<file path="src/hw/port_mux_pkg.sv">
// Package for the six-pin port with direction control and pin-function multiplexer.
// Assumes a 32-bit AXI4-Lite register bus; each register takes one aligned word.
package port_mux_pkg;
	// ***************************************************
	// Register map (byte addresses)
	// ***************************************************
	localparam logic [5:0] OFF_PORT_DATA = 6'h00;
	localparam logic [5:0] OFF_PORT_DIRECTION = 6'h04;
	localparam logic [5:0] OFF_PULL_HIGH_ENABLE = 6'h08;
	localparam logic [5:0] OFF_WAKE_ENABLE = 6'h0c;
	localparam logic [5:0] OFF_PIN_FUNCTION_SELECT_LOW = 6'h10;
	localparam logic [5:0] OFF_PIN_FUNCTION_SELECT_HIGH = 6'h14;
	localparam logic [5:0] OFF_INPUT_SOURCE_SELECT = 6'h18;
	localparam logic [5:0] OFF_POWER_CONTROL = 6'h1c;
	// ***************************************************
	// Widths and reset values
	// ***************************************************
	localparam int NUM_PINS = 6;
	localparam logic [5:0] PORT_DATA_RST = 6'h3f;
	localparam logic [5:0] PORT_DIRECTION_RST = 6'h3f;
	localparam logic [5:0] PULL_HIGH_RST = 6'h00;
	localparam logic [5:0] WAKE_RST = 6'h00;
	localparam logic [7:0] FUNC_LOW_RST = 8'h00;
	localparam logic [1:0] FUNC_HIGH_RST = 2'h0;
	localparam logic INPUT_SOURCE_RST = 1'b0;
	// ***************************************************
	// Field positions in pin_function_select_low
	// ***************************************************
	localparam int PIN0_CODE_LSB = 0;
	localparam int PIN1_CODE_LSB = 2;
	localparam int PIN2_CODE_LSB = 4;
	localparam int PIN3_CODE_LSB = 6;
	// ***************************************************
	// Function codes
	// ***************************************************
	localparam logic [1:0] CODE_ALT = 2'h1;
	localparam logic [1:0] CODE_TIMER = 2'h3;
	localparam logic [1:0] CODE_OVP_REF = 2'h2;
	// ***************************************************
	// Bus answers
	// ***************************************************
	localparam logic [1:0] RESP_OKAY = 2'h0;
	localparam logic [1:0] RESP_SLVERR = 2'h2;
	typedef enum logic [2:0] {
		BUS_IDLE = 3'b001,
		BUS_WRITE_RESP = 3'b010,
		BUS_READ_DATA = 3'b100
	} bus_state_t;
endpackage

</file>
<file path="src/hw/pin_func_mux.sv">
// Combinational pin-function multiplexer for the six port pins.
// Assumes select codes come from registers in the same clock domain.
`timescale 1ns/10ps
module pin_func_mux import port_mux_pkg::*; (
	// Selects
	input wire logic [7:0] func_low,
	input wire logic [1:0] func_high,
	input wire logic capture_source_choice,
	// Port side
	input wire logic [5:0] port_direction,
	input wire logic [5:0] port_latch,
	input wire logic [5:0] pull_high_enable,
	input wire logic [5:0] pin_in,
	// Peripherals
	input wire logic sine_generator_output,
	input wire logic timer_compare_output,
	input wire logic overvoltage_irq_signal,
	// Results
	output logic [5:0] pin_out,
	output logic [5:0] pin_oe,
	output logic [5:0] pull_on,
	output logic [5:0] gpio_sel,
	output logic audio_left_en,
	output logic audio_right_en,
	output logic sine_out_first,
	output logic sine_out_second,
	output logic ovp_ref_en,
	output logic timer_capture_input
);
	logic [1:0] pin0_function_code;
	logic [1:0] pin1_function_code;
	logic [1:0] pin2_function_code;
	logic [1:0] pin3_function_code;
	logic pin2_timer;

	always_comb begin
		pin0_function_code = func_low[PIN0_CODE_LSB +: 2];
		pin1_function_code = func_low[PIN1_CODE_LSB +: 2];
		pin2_function_code = func_low[PIN2_CODE_LSB +: 2];
		pin3_function_code = func_low[PIN3_CODE_LSB +: 2];
		audio_left_en = (pin0_function_code == CODE_ALT);
		audio_right_en = (pin1_function_code == CODE_ALT);
		sine_out_first = (pin2_function_code == CODE_ALT);
		pin2_timer = (pin2_function_code == CODE_TIMER);
		sine_out_second = (pin3_function_code == CODE_ALT);
		ovp_ref_en = (func_high == CODE_OVP_REF);
		gpio_sel = {1'b1, ~ovp_ref_en, ~sine_out_second, ~(sine_out_first | pin2_timer),
			~audio_right_en, ~audio_left_en};
		// Capture comes from pin 3 only while it is a port pin
		timer_capture_input = capture_source_choice ? overvoltage_irq_signal
			: (pin_in[3] & gpio_sel[3]);
	end

	genvar i;
	generate
		for (i = 0; i < NUM_PINS; i++) begin : g_pin
			always_comb begin
				if (i == 2 && pin2_timer) begin
					pin_out[i] = timer_compare_output;
					pin_oe[i] = 1'b1;
				end else if ((i == 2 && sine_out_first) || (i == 3 && sine_out_second)) begin
					pin_out[i] = sine_generator_output;
					pin_oe[i] = 1'b1;
				end else begin
					pin_out[i] = port_latch[i];
					pin_oe[i] = gpio_sel[i] & ~port_direction[i];
				end
				// Weak pull only on a digital input
				pull_on[i] = pull_high_enable[i] & gpio_sel[i] & port_direction[i];
			end
		end
	endgenerate
endmodule

</file>
<file path="src/hw/port_a_direction_and_pin_mux.sv">
// Six-pin port: direction, data latch, pull-high, wake-up and pin-function selection.
// Assumes an AXI4-Lite master on aclk and pins already synchronous to aclk.
`timescale 1ns/10ps
// Notes on behaviour
// Direction bit one makes pin an input
// Direction bit zero drives latch push-pull
// Output pins read back the latch
// Direction bits 5..0 reset one, upper zero
// Reset sets data latches and direction high
// Pin3 code 01 routes second sine output
// Pin2 01 first sine, 11 timer output
// Pin1 code 01 routes right audio input
// Pin0 code 01 routes left audio input
// Pin4 code 10 routes overvoltage reference
// Capture source pin3 or overvoltage signal
// Selects reset zero, unused bits read zero
// Software selects function before enabling peripheral
// Bit set or clear is read-modify-write
// Enabled pin falling edge wakes when asleep
// Wake enables act only gpio and asleep
// Pull-high only on digital input pins
// Inputs sampled at read, outputs latched
// Timer output overrides port latch on pin
module port_a_direction_and_pin_mux import port_mux_pkg::*; (
	// Clock and reset
	input wire logic aclk,
	input wire logic aresetn,
	input wire logic clk_en,
	// AXI4-Lite write
	input wire logic [5:0] s_axi_awaddr,
	input wire logic s_axi_awvalid,
	output logic s_axi_awready,
	input wire logic [31:0] s_axi_wdata,
	input wire logic [3:0] s_axi_wstrb,
	input wire logic s_axi_wvalid,
	output logic s_axi_wready,
	output logic [1:0] s_axi_bresp,
	output logic s_axi_bvalid,
	input wire logic s_axi_bready,
	// AXI4-Lite read
	input wire logic [5:0] s_axi_araddr,
	input wire logic s_axi_arvalid,
	output logic s_axi_arready,
	output logic [31:0] s_axi_rdata,
	output logic [1:0] s_axi_rresp,
	output logic s_axi_rvalid,
	input wire logic s_axi_rready,
	// Port pins
	input wire logic [5:0] pin_in,
	output logic [5:0] pin_out,
	output logic [5:0] pin_oe,
	output logic [5:0] pull_on,
	// Peripherals
	input wire logic sine_generator_output,
	input wire logic timer_compare_output,
	input wire logic overvoltage_irq_signal,
	output logic audio_left_en,
	output logic audio_right_en,
	output logic sine_out_first,
	output logic sine_out_second,
	output logic ovp_ref_en,
	output logic timer_capture_input,
	// Power
	output logic wake_up
);
	// ***************************************************
	// Registers
	// ***************************************************
	bus_state_t bus_r, bus_nxt;
	logic aw_held_r, aw_held_nxt;
	logic w_held_r, w_held_nxt;
	logic [5:0] awaddr_r, awaddr_nxt;
	logic [31:0] wdata_r, wdata_nxt;
	logic wstrb0_r, wstrb0_nxt;
	logic [1:0] bresp_r, bresp_nxt;
	logic [31:0] rdata_r, rdata_nxt;
	logic [1:0] rresp_r, rresp_nxt;
	logic [5:0] port_data_r, port_data_nxt;
	logic [5:0] port_direction_r, port_direction_nxt;
	logic [5:0] pull_high_enable_r, pull_high_enable_nxt;
	logic [5:0] wake_enable_r, wake_enable_nxt;
	logic [7:0] func_low_r, func_low_nxt;
	logic [1:0] func_high_r, func_high_nxt;
	logic capture_source_choice_r, capture_source_choice_nxt;
	logic asleep_r, asleep_nxt;
	logic [5:0] pin_prev_r, pin_prev_nxt;
	logic wake_up_r, wake_up_nxt;
	logic awready_r, awready_nxt, wready_r, wready_nxt, arready_r, arready_nxt;
	logic [5:0] pin_out_r, pin_oe_r, pull_on_r;
	logic audio_left_r, audio_right_r, sine_first_r, sine_second_r, ovp_ref_r, capture_r;
	// Mux results
	logic [5:0] mux_out, mux_oe, mux_pull, gpio_sel;
	logic mux_left, mux_right, mux_first, mux_second, mux_ovp, mux_capture;
	logic do_write;
	logic [7:0] read_byte;
	logic read_hit;

	// ***************************************************
	// Pin-function multiplexer
	// ***************************************************
	pin_func_mux u_mux (
		.func_low(func_low_r),
		.func_high(func_high_r),
		.capture_source_choice(capture_source_choice_r),
		.port_direction(port_direction_r),
		.port_latch(port_data_r),
		.pull_high_enable(pull_high_enable_r),
		.pin_in(pin_in),
		.sine_generator_output(sine_generator_output),
		.timer_compare_output(timer_compare_output),
		.overvoltage_irq_signal(overvoltage_irq_signal),
		.pin_out(mux_out),
		.pin_oe(mux_oe),
		.pull_on(mux_pull),
		.gpio_sel(gpio_sel),
		.audio_left_en(mux_left),
		.audio_right_en(mux_right),
		.sine_out_first(mux_first),
		.sine_out_second(mux_second),
		.ovp_ref_en(mux_ovp),
		.timer_capture_input(mux_capture)
	);

	// ***************************************************
	// Read decode
	// ***************************************************
	always_comb begin
		read_hit = 1'b1;
		read_byte = 8'h00;
		unique case (s_axi_araddr)
			// Input pins sampled now, output pins show the latch
			OFF_PORT_DATA: read_byte = {2'h0, (pin_in & port_direction_r)
				| (port_data_r & ~port_direction_r)}; // see R1 see R3
			OFF_PORT_DIRECTION: read_byte = {2'h0, port_direction_r};
			OFF_PULL_HIGH_ENABLE: read_byte = {2'h0, pull_high_enable_r};
			OFF_WAKE_ENABLE: read_byte = {2'h0, wake_enable_r};
			OFF_PIN_FUNCTION_SELECT_LOW: read_byte = func_low_r;
			OFF_PIN_FUNCTION_SELECT_HIGH: read_byte = {6'h00, func_high_r};
			OFF_INPUT_SOURCE_SELECT: read_byte = {7'h00, capture_source_choice_r};
			OFF_POWER_CONTROL: read_byte = {7'h00, asleep_r};
			default: read_hit = 1'b0;
		endcase
	end

	// ***************************************************
	// Bus slave and register writes
	// ***************************************************
	always_comb begin
		bus_nxt = bus_r;
		aw_held_nxt = aw_held_r;
		w_held_nxt = w_held_r;
		awaddr_nxt = awaddr_r;
		wdata_nxt = wdata_r;
		wstrb0_nxt = wstrb0_r;
		bresp_nxt = bresp_r;
		rdata_nxt = rdata_r;
		rresp_nxt = rresp_r;
		port_data_nxt = port_data_r;
		port_direction_nxt = port_direction_r;
		pull_high_enable_nxt = pull_high_enable_r;
		wake_enable_nxt = wake_enable_r;
		func_low_nxt = func_low_r;
		func_high_nxt = func_high_r;
		capture_source_choice_nxt = capture_source_choice_r;
		asleep_nxt = asleep_r;
		do_write = 1'b0;
		if (bus_r == BUS_IDLE) begin
			if (!aw_held_r && s_axi_awvalid) begin
				aw_held_nxt = 1'b1;
				awaddr_nxt = s_axi_awaddr;
			end
			if (!w_held_r && s_axi_wvalid) begin
				w_held_nxt = 1'b1;
				wdata_nxt = s_axi_wdata;
				wstrb0_nxt = s_axi_wstrb[0];
			end
		end
		unique case (bus_r)
			BUS_IDLE: begin
				if (aw_held_r && w_held_r) begin
					do_write = 1'b1;
					aw_held_nxt = 1'b0;
					w_held_nxt = 1'b0;
					bresp_nxt = RESP_OKAY;
					bus_nxt = BUS_WRITE_RESP;
				end else if (s_axi_arvalid) begin
					rdata_nxt = {24'h000000, read_byte};
					rresp_nxt = read_hit ? RESP_OKAY : RESP_SLVERR;
					bus_nxt = BUS_READ_DATA;
				end
			end
			BUS_WRITE_RESP: if (s_axi_bready) bus_nxt = BUS_IDLE;
			BUS_READ_DATA: if (s_axi_rready) bus_nxt = BUS_IDLE;
		endcase
		// Only byte lane 0 holds data; a bit set or clear is a whole-byte rewrite
		if (do_write && wstrb0_r) begin
			unique case (awaddr_r)
				OFF_PORT_DATA: port_data_nxt = wdata_r[5:0];
				OFF_PORT_DIRECTION: port_direction_nxt = wdata_r[5:0];
				OFF_PULL_HIGH_ENABLE: pull_high_enable_nxt = wdata_r[5:0];
				OFF_WAKE_ENABLE: wake_enable_nxt = wdata_r[5:0];
				OFF_PIN_FUNCTION_SELECT_LOW: func_low_nxt = wdata_r[7:0];
				OFF_PIN_FUNCTION_SELECT_HIGH: func_high_nxt = wdata_r[1:0];
				OFF_INPUT_SOURCE_SELECT: capture_source_choice_nxt = wdata_r[0];
				OFF_POWER_CONTROL: asleep_nxt = wdata_r[0];
				default: bresp_nxt = RESP_SLVERR;
			endcase
		end else if (do_write && !read_hit_w(awaddr_r)) begin
			bresp_nxt = RESP_SLVERR;
		end
		// Readies come from flops so every bus output is a clean register
		awready_nxt = (bus_nxt == BUS_IDLE) && !aw_held_nxt;
		wready_nxt = (bus_nxt == BUS_IDLE) && !w_held_nxt;
		arready_nxt = (bus_nxt == BUS_IDLE) && !(aw_held_nxt && w_held_nxt);
		// Wake ends the power-down state
		if (wake_up_r) asleep_nxt = 1'b0;
	end

	function automatic logic read_hit_w(input logic [5:0] a);
		read_hit_w = (a[1:0] == 2'h0) && (a <= OFF_POWER_CONTROL);
	endfunction

	// ***************************************************
	// Wake-up detection
	// ***************************************************
	always_comb begin
		pin_prev_nxt = pin_in;
		// Falling edge on an enabled port pin while powered down
		wake_up_nxt = asleep_r && |(pin_prev_r & ~pin_in & wake_enable_r & gpio_sel); // see R15
	end

	// ***************************************************
	// Flip-flops
	// ***************************************************
	always_ff @(posedge aclk) begin
		if (!aresetn) begin
			bus_r <= BUS_IDLE;
			aw_held_r <= 1'b0;
			w_held_r <= 1'b0;
			awaddr_r <= 6'h00;
			wdata_r <= 32'h00000000;
			wstrb0_r <= 1'b0;
			bresp_r <= RESP_OKAY;
			rdata_r <= 32'h00000000;
			rresp_r <= RESP_OKAY;
			port_data_r <= PORT_DATA_RST;
			port_direction_r <= PORT_DIRECTION_RST; // see R4
			pull_high_enable_r <= PULL_HIGH_RST;
			wake_enable_r <= WAKE_RST;
			func_low_r <= FUNC_LOW_RST;
			func_high_r <= FUNC_HIGH_RST;
			capture_source_choice_r <= INPUT_SOURCE_RST;
			asleep_r <= 1'b0;
			pin_prev_r <= 6'h3f;
			wake_up_r <= 1'b0;
			pin_out_r <= 6'h00;
			pin_oe_r <= 6'h00;
			pull_on_r <= 6'h00;
			audio_left_r <= 1'b0;
			audio_right_r <= 1'b0;
			sine_first_r <= 1'b0;
			sine_second_r <= 1'b0;
			ovp_ref_r <= 1'b0;
			capture_r <= 1'b0;
			awready_r <= 1'b1;
			wready_r <= 1'b1;
			arready_r <= 1'b1;
		end else if (clk_en) begin
			bus_r <= bus_nxt;
			aw_held_r <= aw_held_nxt;
			w_held_r <= w_held_nxt;
			awaddr_r <= awaddr_nxt;
			wdata_r <= wdata_nxt;
			wstrb0_r <= wstrb0_nxt;
			bresp_r <= bresp_nxt;
			rdata_r <= rdata_nxt;
			rresp_r <= rresp_nxt;
			port_data_r <= port_data_nxt;
			port_direction_r <= port_direction_nxt;
			pull_high_enable_r <= pull_high_enable_nxt;
			wake_enable_r <= wake_enable_nxt;
			func_low_r <= func_low_nxt;
			func_high_r <= func_high_nxt;
			capture_source_choice_r <= capture_source_choice_nxt;
			asleep_r <= asleep_nxt;
			pin_prev_r <= pin_prev_nxt;
			wake_up_r <= wake_up_nxt;
			// Registered pin stage adds one cycle of latency to every route
			pin_out_r <= mux_out;
			pin_oe_r <= mux_oe;
			pull_on_r <= mux_pull;
			audio_left_r <= mux_left;
			audio_right_r <= mux_right;
			sine_first_r <= mux_first;
			sine_second_r <= mux_second;
			ovp_ref_r <= mux_ovp;
			capture_r <= mux_capture;
			awready_r <= awready_nxt;
			wready_r <= wready_nxt;
			arready_r <= arready_nxt;
		end
	end

	// ***************************************************
	// Outputs
	// ***************************************************
	assign s_axi_awready = awready_r;
	assign s_axi_wready = wready_r;
	// One-hot state bits are flops themselves
	assign s_axi_bvalid = bus_r[1];
	assign s_axi_bresp = bresp_r;
	assign s_axi_arready = arready_r;
	assign s_axi_rvalid = bus_r[2];
	assign s_axi_rdata = rdata_r;
	assign s_axi_rresp = rresp_r;
	assign pin_out = pin_out_r;
	assign pin_oe = pin_oe_r;
	assign pull_on = pull_on_r;
	assign audio_left_en = audio_left_r;
	assign audio_right_en = audio_right_r;
	assign sine_out_first = sine_first_r;
	assign sine_out_second = sine_second_r;
	assign ovp_ref_en = ovp_ref_r;
	assign timer_capture_input = capture_r;
	assign wake_up = wake_up_r;
endmodule

</file>
<file path="config.mk">
export PLATFORM = sky130hd
export DESIGN_NAME = port_a_direction_and_pin_mux
export DESIGN_NICKNAME = d
export VERILOG_FILES = /design/src/hw/port_mux_pkg.sv /design/src/hw/pin_func_mux.sv /design/src/hw/port_a_direction_and_pin_mux.sv
export SDC_FILE = /design/constraint.sdc
export NUM_CORES = 1
export LEC_CHECK = 0
export BUFFER_PORTS_ARGS = -buffer_cell sky130_fd_sc_hd__buf_2
export CORE_ASPECT_RATIO = 0.6
export CORE_MARGIN = 3
export CORE_UTILIZATION = 31
export CTS_CLUSTER_DIAMETER = 100
export CTS_CLUSTER_SIZE = 20
export DETAILED_ROUTE_END_ITERATION = 10
export GPL_TIMING_DRIVEN = 0
export SKIP_CTS_REPAIR_TIMING = 1
export SYNTH_ARGS = -nofsm -noshare
export SYNTH_HDL_FRONTEND = slang
export SYNTH_HIERARCHICAL = 1
export SYNTH_SLANG_ARGS = --single-unit
</file>
<file path="constraint.sdc">
create_clock -name aclk -period 2 [get_ports aclk]
set_input_delay 0 -clock aclk [delete_from_list [all_inputs] [get_ports aclk]]
set_output_delay 0 -clock aclk [all_outputs]
set_load 0.005 [all_outputs]
</file>
==> metrics.cfg, run 1 <==
[sta]
max_freq_ghz = 0.546
setup_viol = 0
slew_viol_final = 0
worstMarginPinSlew_ns = 0.816
setup_tns_ns = 0
rsz0062_at_grt = false
clock_skew_ns = 0.00750
relSlewSlack = 0.452
whs_ns = 0.0421
finalCritPeriodShare = 0.916
hold_viol = 0
period_minus_slack_ns = 1.83

[yosys]
avgSynthCellArea_um2 = 9.10
synth_enable_flop_cells = 0
synthTopCellsByCount = 101 x dfxtp_1, 52 x mux2i_1, 49 x nor2_1, 45 x nand2_1, 37 x nand3_1
synth_top_area_cell = dfxtp_1
synth-main-ff-cell = dfxtp_1
synthArstFlopShare = 0
synth_most_common_cell = dfxtp_1
ys_warn_count = 6
yosysSeqAreaShare = 0.426
netlist_area_um2 = 4740
ys_ff_latch = 101
yosys.area.top_type_share = 0.426
syn_inst = 521
ys_top_cells_by_area = dfxtp_1 43%, mux2i_1 11%, buf_4 5.1%, nand3_1 3.9%, nor2_1 3.9%
synth.distinct_cells = 57

[global_routing]
grtUsageTotal = 0.172
overflow = 0
grt_max_degree = 17
antenna_found_initial = 0
grt_pass1_vias = 3921
grt_pass1_wl_mm = 22.4

[floorplanning]
die_w_um = 166
start_util = 0.322
num_rows = 34
pin_count = 131
dieArea_um2 = 16900
core_um2 = 14700
fp.dieH_um = 102

[min_path]
min_delay_worst_endpoint = pin_out[3]
hold_path_class = input port to register
holdPathStages = 4
min_from = sine_generator_output

[routing]
wire_per_inst_um = 17.3
ant_nets = 0
drc_errors = 0
wirelength_mm = 14.8
detailroute.via_count = 4242
drtPass1Iterations = 5
routed_via_density = 4.96
drt_iter0_drc = 466

[clock_network]
cts_max_path_buffers = 2
clockRootBuffer = clkbuf_16
worstSkewPairLatency_ns = 0.35
cts_tree = yes
cts_made_buffers = 9
clkSinkCount = 101
clk_pin_slew_ns = 0.07
cts_max_level = 3

[worst_setup_path]
timing.reg2reg.setup_slack_ns = 0.17
worst-setup-path-type = register to register
arrival_ns = 2.06
end_kind = register
r2r-end = pull_high_enable_r[4]
worst-path-max-fanout = 10
crit_required_ns = 2.22
startpoint = bus_r[1]
worst_r2r_startpoint = bus_r[1]
reg2reg_depth = 7
start_kind = register

[finish]
drive_gt1_frac = 0.251
regArea_um2 = 2020
diodes = 0
finalNetCount = 718
fillers = 1526
multi_input_area_um2 = 2360
syn_to_final_growth_pct = 25.9

[pwr]
p_leak_nw = 2.63
ir_drop_mv = 0.368
powerDensity_nw_per_um2 = 724
p_total_mw = 4.32

[placement]
dp_hpwl_mm = 11.6
place.gp.congestion = 0.858
io_buffers = 76

[run_status]
status = finished, final reports clean

[run]
maxCapViolations = 0

==> worst max-delay path, cell delays in order (launching register included) <==
cell and delay (ns):
dfxtp_1 0.32, buf_6 0.13, and4bb_2 0.39, buf_6 0.17, nand4_1 0.22, buf_2 0.28, nand3_1 0.10, o21ai_0 0.10
==> per-layer routing <==
layer,track usage,share of wire,vias to the layer above
met5,0,0,-
met4,0.0268,0.0040,0
met3,0.0433,0.087,6
met2,0.235,0.39,176
met1,0.274,0.52,2002
li1,-,-,2058
==> layout make-up <==
| type | count | area share |
|---|---|---|
| Multi-Input combinational cell | 368 | 0.396 |
| Buffer | 61 | 0.0654 |
| Clock inverter | 5 | 0.0101 |
| Inverter | 15 | 0.00943 |
| Timing Repair Buffer | 97 | 0.0989 |
| Clock buffer | 10 | 0.0400 |
| Sequential cell | 101 | 0.339 |
| Tap cell | 198 | 0.0415 |
==> cells by family after synthesis <==
logic type / synth area share
simple gates: 0.211
mux: 0.146
compound gates: 0.119
other cells: 0.00158
flops: 0.426
buf+inv: 0.0942
xor+xnor: 0.00185
==> registers in the layout, summed over array words and instances, names as in the netlist, 3 cells and up <==
name / flops
awaddr_r: 6
bus_r: 3
func_low_r: 8
pin_oe: 6
pin_out: 6
pin_prev_r: 6
port_data_r: 6
port_direction_r: 6
pull_high_enable_r: 6
pull_on: 6
s_axi_rdata: 8
wake_enable_r: 6
wdata_r: 8
==> where the power goes <==
part	total, mW	internal, mW	switching (mW)
logic	0.449	0.207	0.243
clock network	1.78	1.00	0.780
registers	2.09	2.05	0.0378
==> per-stage QoR <==
step           instance area [µm²]  utilization  worst slack [ns]  cells
2_1_floorplan                 4830            -             0.468    545
3_3_place_gp                  5460        0.371             0.200    819
3_5_place_dp                  5460        0.371             0.161    819
4_1_cts                       5760        0.391             0.138    834
5_1_grt                       5970        0.406            0.0485    855
6_report                      5970        0.406             0.168    855
==> layout by cell type (no fill, tap or decap), types with 4 or more instances in the layout <==
cell           synthesis  final
a21oi_1               12     12
and2_1                 5      5
and3_1                 7      7
buf_1                  4      4
buf_2                  9     85
buf_4                 32     32
buf_6                  4      4
clkbuf_1              12     12
clkbuf_16              0      9
conb_1                 2     26
dfxtp_1              101    101
dlygate4sd3_1          0     21
inv_1                 13     13
mux2_2                10     10
mux2i_1               52     52
nand2_1               45     45
nand2b_1               4      4
nand3_1               37     37
nand4_1                5      5
nand4b_1               7      7
nor2_1                49     49
nor2b_1                7      7
nor2b_4                4      4
nor3_1                 5      5
o21ai_0               35     35
o311ai_0               5      5
o311ai_1               4      4
o31a_1                 7      7
==> worst max path at each step <==
stage                             to  slack, ns  cells past startpoint
6_report       pull_high_enable_r[4]       0.17                      7
5_1_grt        pull_high_enable_r[4]       0.05                      7
4_1_cts                func_low_r[6]       0.14                      6
3_5_place_dp           func_low_r[6]       0.16                      6
3_3_place_gp           func_low_r[5]       0.20                      6
2_1_floorplan               asleep_r       0.47                      6
Note: power is estimated with default switching activity, not from simulation.
==> run 2, diff against run 1 <==
==> constraint.sdc (replaced) <==
create_clock -name aclk -period 2.05 [get_ports aclk]
set_input_delay 0 -clock aclk [delete_from_list [all_inputs] [get_ports aclk]]
set_output_delay 0 -clock aclk [all_outputs]
set_load 0.005 [all_outputs]
==> run 2 against run 1 <==
Against the previous run:
- fmax down 2.7%
- clock power down 2%
- design area unchanged
- combinational power down 2%
- sequential power down 2%
- die area unchanged
- sequential cell count unchanged
- clock skew up 0.00066 ns
- first-iteration DRC count down 0.64%
- non-clock buffer count unchanged
==> metrics.cfg, run 2 (synthesis gave the netlist of run 1 again) <==
[clock_network]
clkSinkCount = 101  ; unchanged
cts_max_path_buffers = 2  ; unchanged
cts_max_level = 3  ; unchanged
clockRootBuffer = clkbuf_16
cts_tree = yes
clk_pin_slew_ns = 0.07  ; about the same
worstSkewPairLatency_ns = 0.35  ; about the same
cts_made_buffers = 9  ; unchanged

[global_routing]
antenna_found_initial = 0  ; unchanged
grt_pass1_wl_mm = 22.4  ; unchanged
overflow = 0  ; unchanged
grt_pass1_vias = 3921  ; unchanged
grt_max_degree = 17  ; unchanged
grtUsageTotal = 0.172  ; unchanged

[finish]
fillers = 1526  ; unchanged
finalNetCount = 718  ; unchanged
layout_common_cells = 101 x dfxtp_1, 85 x buf_2, 52 x mux2i_1, 49 x nor2_1, 45 x nand2_1
drive_gt1_frac = 0.250  ; -0.00152
syn_to_final_growth_pct = 25.9  ; unchanged
diodes = 0  ; unchanged
final_common_cell = dfxtp_1
fin_area_um2 = 5970  ; unchanged

[sta]
rsz0062_at_grt = false
finalCritPeriodShare = 0.918  ; +0.00237
period_minus_slack_ns = 1.88  ; +0.0506 ns
max_freq_ghz = 0.531  ; -2.7%
setup_viol = 0  ; unchanged
hold_viol = 0  ; unchanged
slew_viol_final = 0  ; unchanged
worstMarginPinSlew_ns = 0.821  ; +0.00523 ns
relSlewSlack = 0.448  ; -0.00351
setup_tns_ns = 0  ; unchanged
clock_skew_ns = 0.00816  ; +0.000662 ns

[min_path]
holdPathStages = 4  ; unchanged
hold_path_class = input port to register
min_delay_worst_endpoint = pin_out[3]
min_from = sine_generator_output

[worst_setup_path]
end_kind = register
start_kind = register
reg2reg_depth = 7  ; unchanged
arrival_ns = 2.11  ; +0.05 ns
crit_required_ns = 2.27  ; +0.05 ns
startpoint = bus_r[1]
timing.reg2reg.setup_slack_ns = 0.17  ; about the same
r2r-end = pull_high_enable_r[4]
worst_r2r_startpoint = bus_r[1]
worst-path-max-fanout = 10  ; unchanged
worst-setup-path-type = register to register

[placement]
io_buffers = 76  ; unchanged
place.gp.congestion = 0.858  ; unchanged
dp_hpwl_mm = 11.6  ; unchanged
post_dp_cell_area_um2 = 5460  ; unchanged

[run_status]
status = finished, final reports clean

[routing]
wire_per_inst_um = 17.3  ; about the same
drtPass1Iterations = 5  ; unchanged
detailroute.via_count = 4240  ; -0.047%
ant_nets = 0  ; unchanged
wirelength_mm = 14.8  ; about the same
routed_via_density = 4.96  ; about the same
drc_errors = 0  ; unchanged
drt_iter0_drc = 463  ; -0.64%

[floorplanning]
pin_count = 131  ; unchanged
start_util = 0.322  ; unchanged
fp.dieH_um = 102  ; unchanged
dieArea_um2 = 16900  ; unchanged
num_rows = 34  ; unchanged
core_um2 = 14700  ; unchanged
die_w_um = 166  ; unchanged

[pwr]
ir_drop_mv = 0.360  ; -2.4%
powerDensity_nw_per_um2 = 706  ; -2.4%
p_leak_nw = 2.63  ; about the same

[run]
maxCapViolations = 0  ; unchanged

## run 2: final cells by class
class / count / area (µm²) / area share
Multi-Input combinational cell: 368 / 2360 / 0.396
Sequential cell: 101 / 2020 / 0.339
Timing Repair Buffer: 97 / 591 / 0.0989
Buffer: 61 / 390 / 0.0654
Tap cell: 198 / 248 / 0.0415
Clock buffer: 10 / 239 / 0.0400
Clock inverter: 5 / 60.1 / 0.0101
Inverter: 15 / 56.3 / 0.00943
## run 2: layer usage
layer / global-route usage / share of wire / up-vias
li1: - / - / 2058
met1: 0.274 / 0.53 / 2015
met2: 0.235 / 0.39 / 160
met3: 0.0433 / 0.075 / 7
met4: 0.0268 / 0.0043 / 0
met5: 0 / 0 / -
## run 2: worst max-delay path, cell delays in order, from the launching register on
cell      delay, ns
dfxtp_1        0.32
buf_6          0.13
and4bb_1       0.43
buf_6          0.19
nand4_1        0.22
buf_2          0.27
nand3_1        0.10
o21ai_0        0.09
## run 2: report_power, final
part / switching (mW) / internal (mW)
logic: 0.237 / 0.201
registers: 0.0370 / 2.00
clock network: 0.761 / 0.978
## run 2: metrics by stage
step / util / cells / power (mW) / worst slack, ns / hold slack [ns]
after global placement: 0.371 / 819 / 2.48 / 0.250 / 0.231
after global routing: 0.406 / 855 / 4.37 / 0.0412 / 0.0726
final: 0.406 / 855 / 4.22 / 0.167 / 0.0430
after floorplan: - / 545 / 2.34 / 0.518 / 0.128
after CTS: 0.391 / 834 / 4.21 / 0.188 / -0.126
after detailed placement: 0.371 / 819 / 2.49 / 0.211 / 0.238
## run 2: how the worst max path moves through the flow
stage,endpoint
6_report,pull_high_enable_r[4]
3_5_place_dp,func_low_r[6]
2_1_floorplan,asleep_r
4_1_cts,func_low_r[6]
5_1_grt,pull_high_enable_r[4]
3_3_place_gp,func_low_r[5]
